## src/shared/vpw_consts.svh

```systemverilog
// register indices, reset values and timing figures of the vpw config block
`ifndef VPW_CONSTS_SVH
`define VPW_CONSTS_SVH
`define IDX_FREQ       8'hF4
`define IDX_CTRL       8'hF5
`define IDX_PADDR      8'hF6
`define IDX_FAULT      8'hF7
`define IDX_RXBYTE     8'hF8
`define RST_FREQ       8'h00
`define RST_CTRL       8'h40
`define RST_PADDR      8'h00
`define RST_FAULT      8'h00
`define TICK_US        1
`define BRK_TIME_US    300
`define TTO_TIME_US    1000
`define BRK_TICKS      (`BRK_TIME_US / `TICK_US)
`define TTO_TICKS      (`TTO_TIME_US / `TICK_US)
`define QUAD_FACTOR    4
`define MAX_FRAME_BYTES 12
`endif

```

## src/shared/vpw_pkg.sv

```systemverilog
// register layouts and state types of the vpw config block
package vpw_pkg;
  typedef struct packed {
    logic       quad;
    logic       rsvd;
    logic [5:0] div;
  } freq_sel_t;
  typedef struct packed {
    logic       en;
    logic       freeze;
    logic       frame_length_check_disable;
    logic [4:0] dly;
  } link_ctrl_t;
  typedef struct packed {
    logic tx_timeout_flag;
    logic tdf;
    logic rx_overflow_flag;
    logic tx_request_aborted_flag;
    logic rx_break_flag;
    logic crc;
    logic invalid_frame_flag;
    logic invalid_bit_flag;
  } fault_t;
  typedef enum logic [2:0] {
    TX_IDLE  = 3'b001,
    TX_BREAK = 3'b010,
    TX_TRIP  = 3'b100
  } tx_state_t;
endpackage

```

## src/rtl/vpw_bus_config.sv

```systemverilog
// vpw link configuration, time base, tx guard and fault flag logic
`include "vpw_consts.svh"
module vpw_bus_config
  import vpw_pkg::*;
#(
  parameter int BRK_TICKS = `BRK_TICKS,
  parameter int TTO_TICKS = `TTO_TICKS,
  parameter int MAX_BYTES = `MAX_FRAME_BYTES
) (
  // clock, reset, enable
  input  wire logic        clk,
  input  wire logic        resetn,
  input  wire logic        ce,
  // apb slave
  input  wire logic        psel,
  input  wire logic        penable,
  input  wire logic        pwrite,
  input  wire logic [11:0] paddr,
  input  wire logic [31:0] pwdata,
  output      logic [31:0] prdata,
  output      logic        pready,
  output      logic        pslverr,
  // bus pins through transceiver
  input  wire logic        busRxIn,
  output      logic        busTxOut,
  // symbol engine side
  input  wire logic        txDrive,
  input  wire logic        sendBreak,
  input  wire logic        txLastBitEnd,
  input  wire logic        txMoreExpected,
  input  wire logic        txOpPending,
  input  wire logic        txAbortEv,
  input  wire logic        rxByteValid,
  input  wire logic [7:0]  rxByteIn,
  input  wire logic        rxSof,
  input  wire logic        rxEofValid,
  input  wire logic        rxBreakPresent,
  input  wire logic        crcErrEv,
  input  wire logic        frameErrEv,
  input  wire logic        bitErrEv,
  // engine configuration and status
  output      logic        tick,
  output      logic        quadRate,
  output      logic [4:0]  loopDelay,
  output      logic [7:0]  nodeAddr,
  output      logic        rxSeen,
  output      logic        linkActive,
  output      logic        rxHalted,
  output      logic        txFlush,
  output      logic        sendInvCrc
);
  localparam int TTO_Q = TTO_TICKS * `QUAD_FACTOR;
  localparam int CW    = $clog2(TTO_Q + 1);
  localparam int BW    = $clog2(MAX_BYTES + 2);
  localparam logic [CW-1:0] TTO_N  = CW'(TTO_TICKS - 1);
  localparam logic [CW-1:0] TTO_QN = CW'(TTO_Q - 1);
  localparam logic [CW-1:0] BRK_N  = CW'(BRK_TICKS - 1);
  localparam logic [CW-1:0] BRK_QN = CW'(BRK_TICKS * `QUAD_FACTOR - 1);
  localparam logic [BW-1:0] MAXB   = BW'(MAX_BYTES);
  // register file and bus slave state
  freq_sel_t   freq_r,    freq_nxt;
  link_ctrl_t  ctrl_r,    ctrl_nxt;
  logic [7:0]  addr_r,    addr_nxt;
  logic [7:0]  rx_byte_reg_r,  rx_byte_reg_nxt;
  logic        unread_r,  unread_nxt;
  logic [31:0] prdata_r,  prdata_nxt;
  logic        pready_r,  pready_nxt;
  logic        pslverr_r, pslverr_nxt;
  logic        divRestart;
  logic        rdFault;
  logic        rdRx;
  logic [7:0]  idx;
  logic        setup;
  logic        access;
  // time base, tx guard and fault state
  logic [5:0]    divCnt_r,  divCnt_nxt;
  logic          tick_r,    tick_nxt;
  tx_state_t     st_r,      st_nxt;
  logic [CW-1:0] brkCnt_r,  brkCnt_nxt;
  logic [CW-1:0] ttoCnt_r,  ttoCnt_nxt;
  logic          txOut_r,   txOut_nxt;
  fault_t        fault_r,   fault_nxt;
  fault_t        pend_r,    pend_nxt;
  fault_t        ev;
  fault_t        clr;
  logic          errCond_r, errCond_nxt;
  logic [BW-1:0] bytes_r,   bytes_nxt;
  logic          flush_r,   flush_nxt;
  logic          invCrc_r,  invCrc_nxt;
  logic          rxSeen_r,  rxSeen_nxt;
  logic          linkOn;
  logic          ttoHit;
  logic          lenErr;
  logic          errNow;
  assign idx    = paddr[9:2];
  assign setup  = psel & ~penable;
  assign access = psel & penable & pready_r;
  assign linkOn = ctrl_r.en & ~ctrl_r.freeze;

  // register file with a zero-wait apb answer prepared in setup
  always_comb begin
    freq_nxt    = freq_r;
    ctrl_nxt    = ctrl_r;
    addr_nxt    = addr_r;
    prdata_nxt  = prdata_r;
    pready_nxt  = 1'b0;
    pslverr_nxt = 1'b0;
    divRestart  = 1'b0;
    rdFault     = 1'b0;
    rdRx        = 1'b0;
    if (setup) begin
      pready_nxt = 1'b1;
      prdata_nxt = 32'h0000_0000;
      if (paddr[11:10] != 2'b00) begin
        pslverr_nxt = 1'b1;
      end else begin
        unique case (idx)
          `IDX_FREQ:   prdata_nxt[7:0] = freq_r;
          `IDX_CTRL:   prdata_nxt[7:0] = ctrl_r;
          `IDX_PADDR:  prdata_nxt[7:0] = addr_r;
          `IDX_FAULT:  prdata_nxt[7:0] = fault_r;
          `IDX_RXBYTE: prdata_nxt[7:0] = rx_byte_reg_r;
          default:     pslverr_nxt     = 1'b1;
        endcase
      end
    end
    if (access && !pslverr_r) begin
      if (pwrite) begin
        unique case (idx)
          `IDX_FREQ: begin
            freq_nxt      = pwdata[7:0];
            freq_nxt.rsvd = 1'b0;
            divRestart    = 1'b1;
          end
          `IDX_CTRL: begin
            ctrl_nxt    = pwdata[7:0];
            // enable only takes once freeze was already low
            ctrl_nxt.en = pwdata[7] & ~pwdata[6] & ~ctrl_r.freeze;
          end
          `IDX_PADDR: addr_nxt = pwdata[7:0];
          default: ;
        endcase
      end else begin
        rdFault = (idx == `IDX_FAULT);
        rdRx    = (idx == `IDX_RXBYTE);
      end
    end
  end

  always_ff @(posedge clk or negedge resetn) begin
    if (!resetn) begin
      freq_r    <= `RST_FREQ;
      ctrl_r    <= `RST_CTRL;
      addr_r    <= `RST_PADDR;
      prdata_r  <= 32'h0000_0000;
      pready_r  <= 1'b0;
      pslverr_r <= 1'b0;
    end else if (ce) begin
      freq_r    <= freq_nxt;
      ctrl_r    <= ctrl_nxt;
      addr_r    <= addr_nxt;
      prdata_r  <= prdata_nxt;
      pready_r  <= pready_nxt;
      pslverr_r <= pslverr_nxt;
    end
  end

  // 1 MHz tick and tx guard: break timing and stuck-active timeout
  always_comb begin
    divCnt_nxt = divCnt_r + 6'h01;
    tick_nxt   = 1'b0;
    if (ctrl_r.freeze || divRestart) begin
      divCnt_nxt = 6'h00;
    end else if (divCnt_r >= freq_r.div) begin
      divCnt_nxt = 6'h00;
      tick_nxt   = 1'b1;
    end
    st_nxt     = st_r;
    brkCnt_nxt = brkCnt_r;
    ttoCnt_nxt = ttoCnt_r;
    ttoHit     = 1'b0;
    if (txOut_r && tick_r) begin
      ttoCnt_nxt = ttoCnt_r + CW'(1);
      ttoHit = (ttoCnt_r >= (freq_r.quad ? TTO_QN : TTO_N));
    end else if (!txOut_r) begin
      ttoCnt_nxt = '0;
    end
    unique case (st_r)
      TX_IDLE: begin
        brkCnt_nxt = '0;
        if (sendBreak) st_nxt = TX_BREAK;
      end
      TX_BREAK: begin
        if (tick_r) begin
          brkCnt_nxt = brkCnt_r + CW'(1);
          if (brkCnt_r >= (freq_r.quad ? BRK_QN : BRK_N)) begin
            st_nxt = TX_IDLE;
          end
        end
      end
      TX_TRIP: ;
    endcase
    if (ttoHit) st_nxt = TX_TRIP;
    if (!linkOn) begin
      st_nxt     = TX_IDLE;
      ttoCnt_nxt = '0;
    end
    // output passive unless enabled and not tripped
    txOut_nxt = linkOn &&
                (st_nxt == TX_BREAK || (st_nxt == TX_IDLE && txDrive));
  end

  always_ff @(posedge clk or negedge resetn) begin
    if (!resetn) begin
      divCnt_r <= 6'h00;
      tick_r   <= 1'b0;
      st_r     <= TX_IDLE;
      brkCnt_r <= '0;
      ttoCnt_r <= '0;
      txOut_r  <= 1'b0;
    end else if (ce) begin
      divCnt_r <= divCnt_nxt;
      tick_r   <= tick_nxt;
      st_r     <= st_nxt;
      brkCnt_r <= brkCnt_nxt;
      ttoCnt_r <= ttoCnt_nxt;
      txOut_r  <= txOut_nxt;
    end
  end

  // fault flags, frame length check and rx byte holding
  always_comb begin
    lenErr = rxByteValid & ~ctrl_r.frame_length_check_disable & (bytes_r == MAXB);
    ev      = '0;
    ev.tdf  = txLastBitEnd & txMoreExpected & ~txOpPending;
    ev.rx_overflow_flag = rxByteValid & unread_r;
    ev.tx_request_aborted_flag  = txAbortEv;
    ev.rx_break_flag = rxBreakPresent;
    ev.crc  = crcErrEv;
    ev.invalid_frame_flag  = frameErrEv | lenErr;
    ev.invalid_bit_flag  = bitErrEv;
    if (!linkOn || st_r == TX_TRIP) ev = '0;
    clr      = rdFault ? fault_t'(prdata_r[7:0]) : '0;
    clr.tx_timeout_flag  = 1'b0;
    clr.rx_break_flag = clr.rx_break_flag & ~rxBreakPresent;
    // pending events wait for the next tick; sets beat a clear
    pend_nxt  = pend_r | ev;
    fault_nxt = fault_r & ~clr;
    errNow    = 1'b0;
    if (tick_r) begin
      fault_nxt = fault_nxt | pend_r | ev;
      pend_nxt  = '0;
      errNow    = |{pend_nxt.rx_break_flag, pend_r.rx_break_flag, pend_r.crc, pend_r.invalid_frame_flag,
                    pend_r.invalid_bit_flag, ev.rx_break_flag, ev.crc, ev.invalid_frame_flag, ev.invalid_bit_flag};
    end
    if (ttoHit) fault_nxt.tx_timeout_flag = 1'b1;
    errCond_nxt = (errCond_r | errNow) & ~rxEofValid;
    bytes_nxt   = bytes_r;
    if (rxSof || rxEofValid) begin
      bytes_nxt = '0;
    end else if (rxByteValid && bytes_r <= MAXB) begin
      bytes_nxt = bytes_r + BW'(1);
    end
    rx_byte_reg_nxt = rxByteValid ? rxByteIn : rx_byte_reg_r;
    unread_nxt = rxByteValid | (unread_r & ~rdRx);
    flush_nxt  = (ctrl_r.en & ~ctrl_nxt.en) | (errNow & ~errCond_r);
    invCrc_nxt = ev.tdf;
    rxSeen_nxt = linkOn & busRxIn;
    if (!linkOn) begin
      fault_nxt   = '0;
      pend_nxt    = '0;
      errCond_nxt = 1'b0;
      bytes_nxt   = '0;
      unread_nxt  = 1'b0;
      rx_byte_reg_nxt  = rx_byte_reg_r;
      invCrc_nxt  = 1'b0;
    end
  end

  always_ff @(posedge clk or negedge resetn) begin
    if (!resetn) begin
      fault_r   <= `RST_FAULT;
      pend_r    <= '0;
      errCond_r <= 1'b0;
      bytes_r   <= '0;
      rx_byte_reg_r  <= 8'h00;
      unread_r  <= 1'b0;
      flush_r   <= 1'b0;
      invCrc_r  <= 1'b0;
      rxSeen_r  <= 1'b0;
    end else if (ce) begin
      fault_r   <= fault_nxt;
      pend_r    <= pend_nxt;
      errCond_r <= errCond_nxt;
      bytes_r   <= bytes_nxt;
      rx_byte_reg_r  <= rx_byte_reg_nxt;
      unread_r  <= unread_nxt;
      flush_r   <= flush_nxt;
      invCrc_r  <= invCrc_nxt;
      rxSeen_r  <= rxSeen_nxt;
    end
  end

  assign prdata     = prdata_r;
  assign pready     = pready_r;
  assign pslverr    = pslverr_r;
  assign busTxOut   = txOut_r;
  assign tick       = tick_r;
  assign quadRate   = freq_r.quad;
  assign loopDelay  = ctrl_r.dly;
  assign nodeAddr   = addr_r;
  assign rxSeen     = rxSeen_r;
  assign linkActive = ctrl_r.en & ~ctrl_r.freeze;
  assign rxHalted   = errCond_r;
  assign txFlush    = flush_r;
  assign sendInvCrc = invCrc_r;
endmodule

```

## config.mk

```make
export PLATFORM = sky130hd
export DESIGN_NAME = vpw_bus_config
export DESIGN_NICKNAME = d
export VERILOG_FILES = /design/src/shared/vpw_pkg.sv /design/src/rtl/vpw_bus_config.sv
export VERILOG_INCLUDE_DIRS = /design/src /design/src/shared
export SDC_FILE = /design/constraint.sdc
export NUM_CORES = 1
export LEC_CHECK = 0
export BUFFER_PORTS_ARGS = -buffer_cell sky130_fd_sc_hd__buf_2
export CAP_MARGIN = 40
export CORE_UTILIZATION = 59
export DETAILED_ROUTE_END_ITERATION = 8
export PLACE_DENSITY = 0.86
export SLEW_MARGIN = 10
export SYNTH_ARGS = -nofsm -noshare
export SYNTH_HDL_FRONTEND = slang
export SYNTH_SLANG_ARGS = --single-unit
```

## constraint.sdc

```tcl
create_clock -name clk -period 4.5 [get_ports clk]
set_input_delay 0.45 -clock clk [delete_from_list [all_inputs] [get_ports clk]]
set_output_delay 0.45 -clock clk [all_outputs]
set_load 0.02 [all_outputs]
```

==> flow_metrics.tcl <==
set metrics [dict create \
    status "finished, violations left" \
    violations "DRC" \
    clock_latency_ns 0.38 \
    reg2reg_slack_ns 1.99 \
    synthCells 558 \
    slowest_delay_ns 0.61 \
    synthXorXnorAreaFrac_pct 1.601 \
    cts.clk_slew.worst_paths_ns 0.11 \
    vias 4608 \
    num_antenna_cells 0 \
    maxSlewHeadroom_pct 47.79 \
    rsz0062_at_grt "false" \
    synth.top_cell.area_share_pct 44.83 \
    die-area_um2 9661 \
    drv_cap 0 \
    synth_top_area_cell "dfrtp_1" \
    cts_max_path_buffers 2 \
    final_nets 716 \
    initial_core_util_pct 61.82 \
    slew_viol_final 0 \
    synthMuxAreaShare_pct 7.548 \
    finClkSkew_ns 0.02231 \
    root_buffer "clkbuf_8" \
    hp-start "rxByteIn[3]" \
    reg2reg_to "busTxOut$_DFFE_PN0P_" \
    place_ws_ns 1.919 \
    syn-cell-area_um2 5470 \
    min_path_type "primary input to register" \
    ys_ff_latch 100 \
    async_flop_share_pct 100.0 \
    htreeDepth 3 \
    synth.distinct_cells 60 \
    drive_gt1_share_pct 22.61 \
    fmax_mhz 397.6 \
    synth_edf_count 0 \
    routed_wl_mm 13.10 \
    yosysSeqAreaShare_pct 45.79 \
    dp_cells 718 \
    synth_most_common_cell "dfrtp_1" \
    power.leakage_uw 0.002844 \
    dp_hpwl_mm 9.278 \
    io_buffers 76 \
    fp.coreArea_um2 8848 \
    required_ns 4.05 \
    vias_per_cell 6.261 \
    min_path_cells 2 \
    critPathSlowestCell "nand2b_1" \
    fin_tns_setup_ns 0 \
    gp_congestion 0.8846 \
    fin_cells 736 \
    clkSinkCount 100 \
    overflow 0 \
    post_cts_resize_count 0 \
    die_x_um 98.29 \
    min_period_ns 2.515 \
    reg2reg_depth 8 \
    grt_use_total_pct 28.57 \
    path_cells "nand2b_1 -> inv_2 -> buf_2" \
    wl_per_cell_um 17.80 \
    critPathMaxFanout 16 \
    final_antenna_net_count 0 \
    ys_warn_count 0 \
    hold_violations 0 \
    synthSimpleGateAreaFrac_pct 15.94 \
    setup.worst_path.start_class "register" \
    power_uw 2100 \
    drtIter0Drc 347 \
    antenna_found_initial 0 \
    fin_util_pct 68.21 \
    synth_common_cells "dfrtp_1 (98), o21ai_0 (57), nand2_1 (52)" \
    cts_tree "done" \
    grt_pass1_vias 4489 \
    drc 4 \
    peakVddDrop_v 0.0002143 \
    num_rows 34 \
    hold_path_end "rx_byte_reg_r[3]$_DFFE_PN0P_" \
    cts_buffers 9 \
    worstMarginPinSlew_ns 0.7832 \
    worstReg2RegStart "quadRate$_DFFE_PN0P_" \
    yosys.area_share.adder_pct 4.803 \
    synthFlopType "dfrtp_1" \
    power.density_nw_per_um2 347.9 \
    synth_area_leaders "dfrtp_1 (45%), mux2_2 (6.6%), o21ai_0 (5.2%), ha_1 (4.8%), buf_4 (4.1%)" \
    synth_top_family_by_area "compound AO/OA/AOI/OAI gates" \
    cp-end-kind "output pin" \
    crit_arrival_ns 2.06 \
    first_pass_iters 7 \
    grt_max_degree 69 \
    synth-compound-area-share_pct 17.04 \
    io_pins 127 \
    die_height_um 98.29 \
    layout_setup_ws_ns 1.985 \
    finalCritPeriodShare_pct 55.89 \
    grt_pass1_wl_mm 21.67 \
    synth.avg_cell_area_um2 9.803 \
    setup_viol 0 \
    crit_type "register to output pin" \
    syn2layout_area_growth_pct 10.34 \
]
power breakdown:
part	switching, µW	total, µW	internal [µW]	leakage, µW
Sequential	120	1130	1010	0.00126
Clock	353	587	234	0.000101
Combinational	217	383	165	0.00149
Total	691	2100	1410	0.00284
logic make-up after synthesis:
| kind of cell | Yosys count |
|---|---|
| AO/OA/AOI/OAI | 147 |
| XOR/XNOR | 10 |
| adder cells (fa/ha/maj) | 21 |
| buffers and inverters | 70 |
| flip-flops | 100 |
| multiplexers | 36 |
| other | 1 |
| AND/OR/NAND/NOR | 173 |
metal layers:
layer	vias up	track usage [%]	part of all wire [%]
li1	2096	-	-
met1	2286	37.03	42
met2	201	48.97	50
met3	25	4.223	5.8
met4	0	10.45	2.2
met5	-	0	0
layout make-up:
| type | instances | area (µm²) |
|---|---|---|
| fill | 668 | 2813 |
| multi-input combinational | 411 | 2664 |
| sequential | 100 | 2505 |
| timing repair buffer | 83 | 457.9 |
| clock buffer | 10 | 137.6 |
| tap | 108 | 135.1 |
| clock inverter | 6 | 68.82 |
| inverter | 18 | 67.56 |
worst max-delay path by stage:
stage	start	endpoint	slack [ns]	cells after the start
5_1_grt	quadRate$_DFFE_PN0P_	busTxOut$_DFFE_PN0P_	1.74	8
6_report	ctrl_r[6]$_DFFE_PN1P_	linkActive	1.99	3
4_1_cts	ctrl_r[6]$_DFFE_PN1P_	linkActive	1.98	3
3_3_place_gp	ce	freq_r[0]$_DFFE_PN0P_	1.86	4
2_1_floorplan	quadRate$_DFFE_PN0P_	busTxOut$_DFFE_PN0P_	2.26	8
3_5_place_dp	paddr[2]	prdata[4]$_DFFE_PN0P_	1.92	7
metrics by stage:
step | hold WS (ns) | instance area, µm²
3_5_place_dp | 0.4733 | 5792
6_report | 0.2970 | 6036
2_1_floorplan | 0.1544 | 5557
5_1_grt | 0.2826 | 6036
4_1_cts | 0.1960 | 5998
3_3_place_gp | 0.4679 | 5777
cells in the final DEF, fill, tap and decap left out, types with 11 or more instances in the layout:
cell type and instances:
conb_1 24, inv_1 17, nand3_1 22, a21oi_1 28
mux2_2 32, a31oi_1 11, nand2_1 52, o21ai_0 57
nor2_1 41, dfrtp_1 98, buf_2 75, ha_1 21
flip-flops by register name (all words and copies together) (netlist names), 7 cells and up:
name / flops
brkCnt_r: 12
fault_r: 8
nodeAddr: 8
pend_r: 7
prdata: 8
rx_byte_reg_r: 8
ttoCnt_r: 12
what timing repair did:
item	CTS	global route
endpoints found under the hold margin	0	2
hold buffers	0	1
setup endpoints to repair	0	0
setup buffers	0	0
worst max-delay path: cells and delay by family, from the launching register on:
kind | cells | cell delay, ns
simple gates | 1 | 0.61
buf+inv | 2 | 0.48
flops | 1 | 0.58
Note: power is estimated with default switching activity, not from simulation.
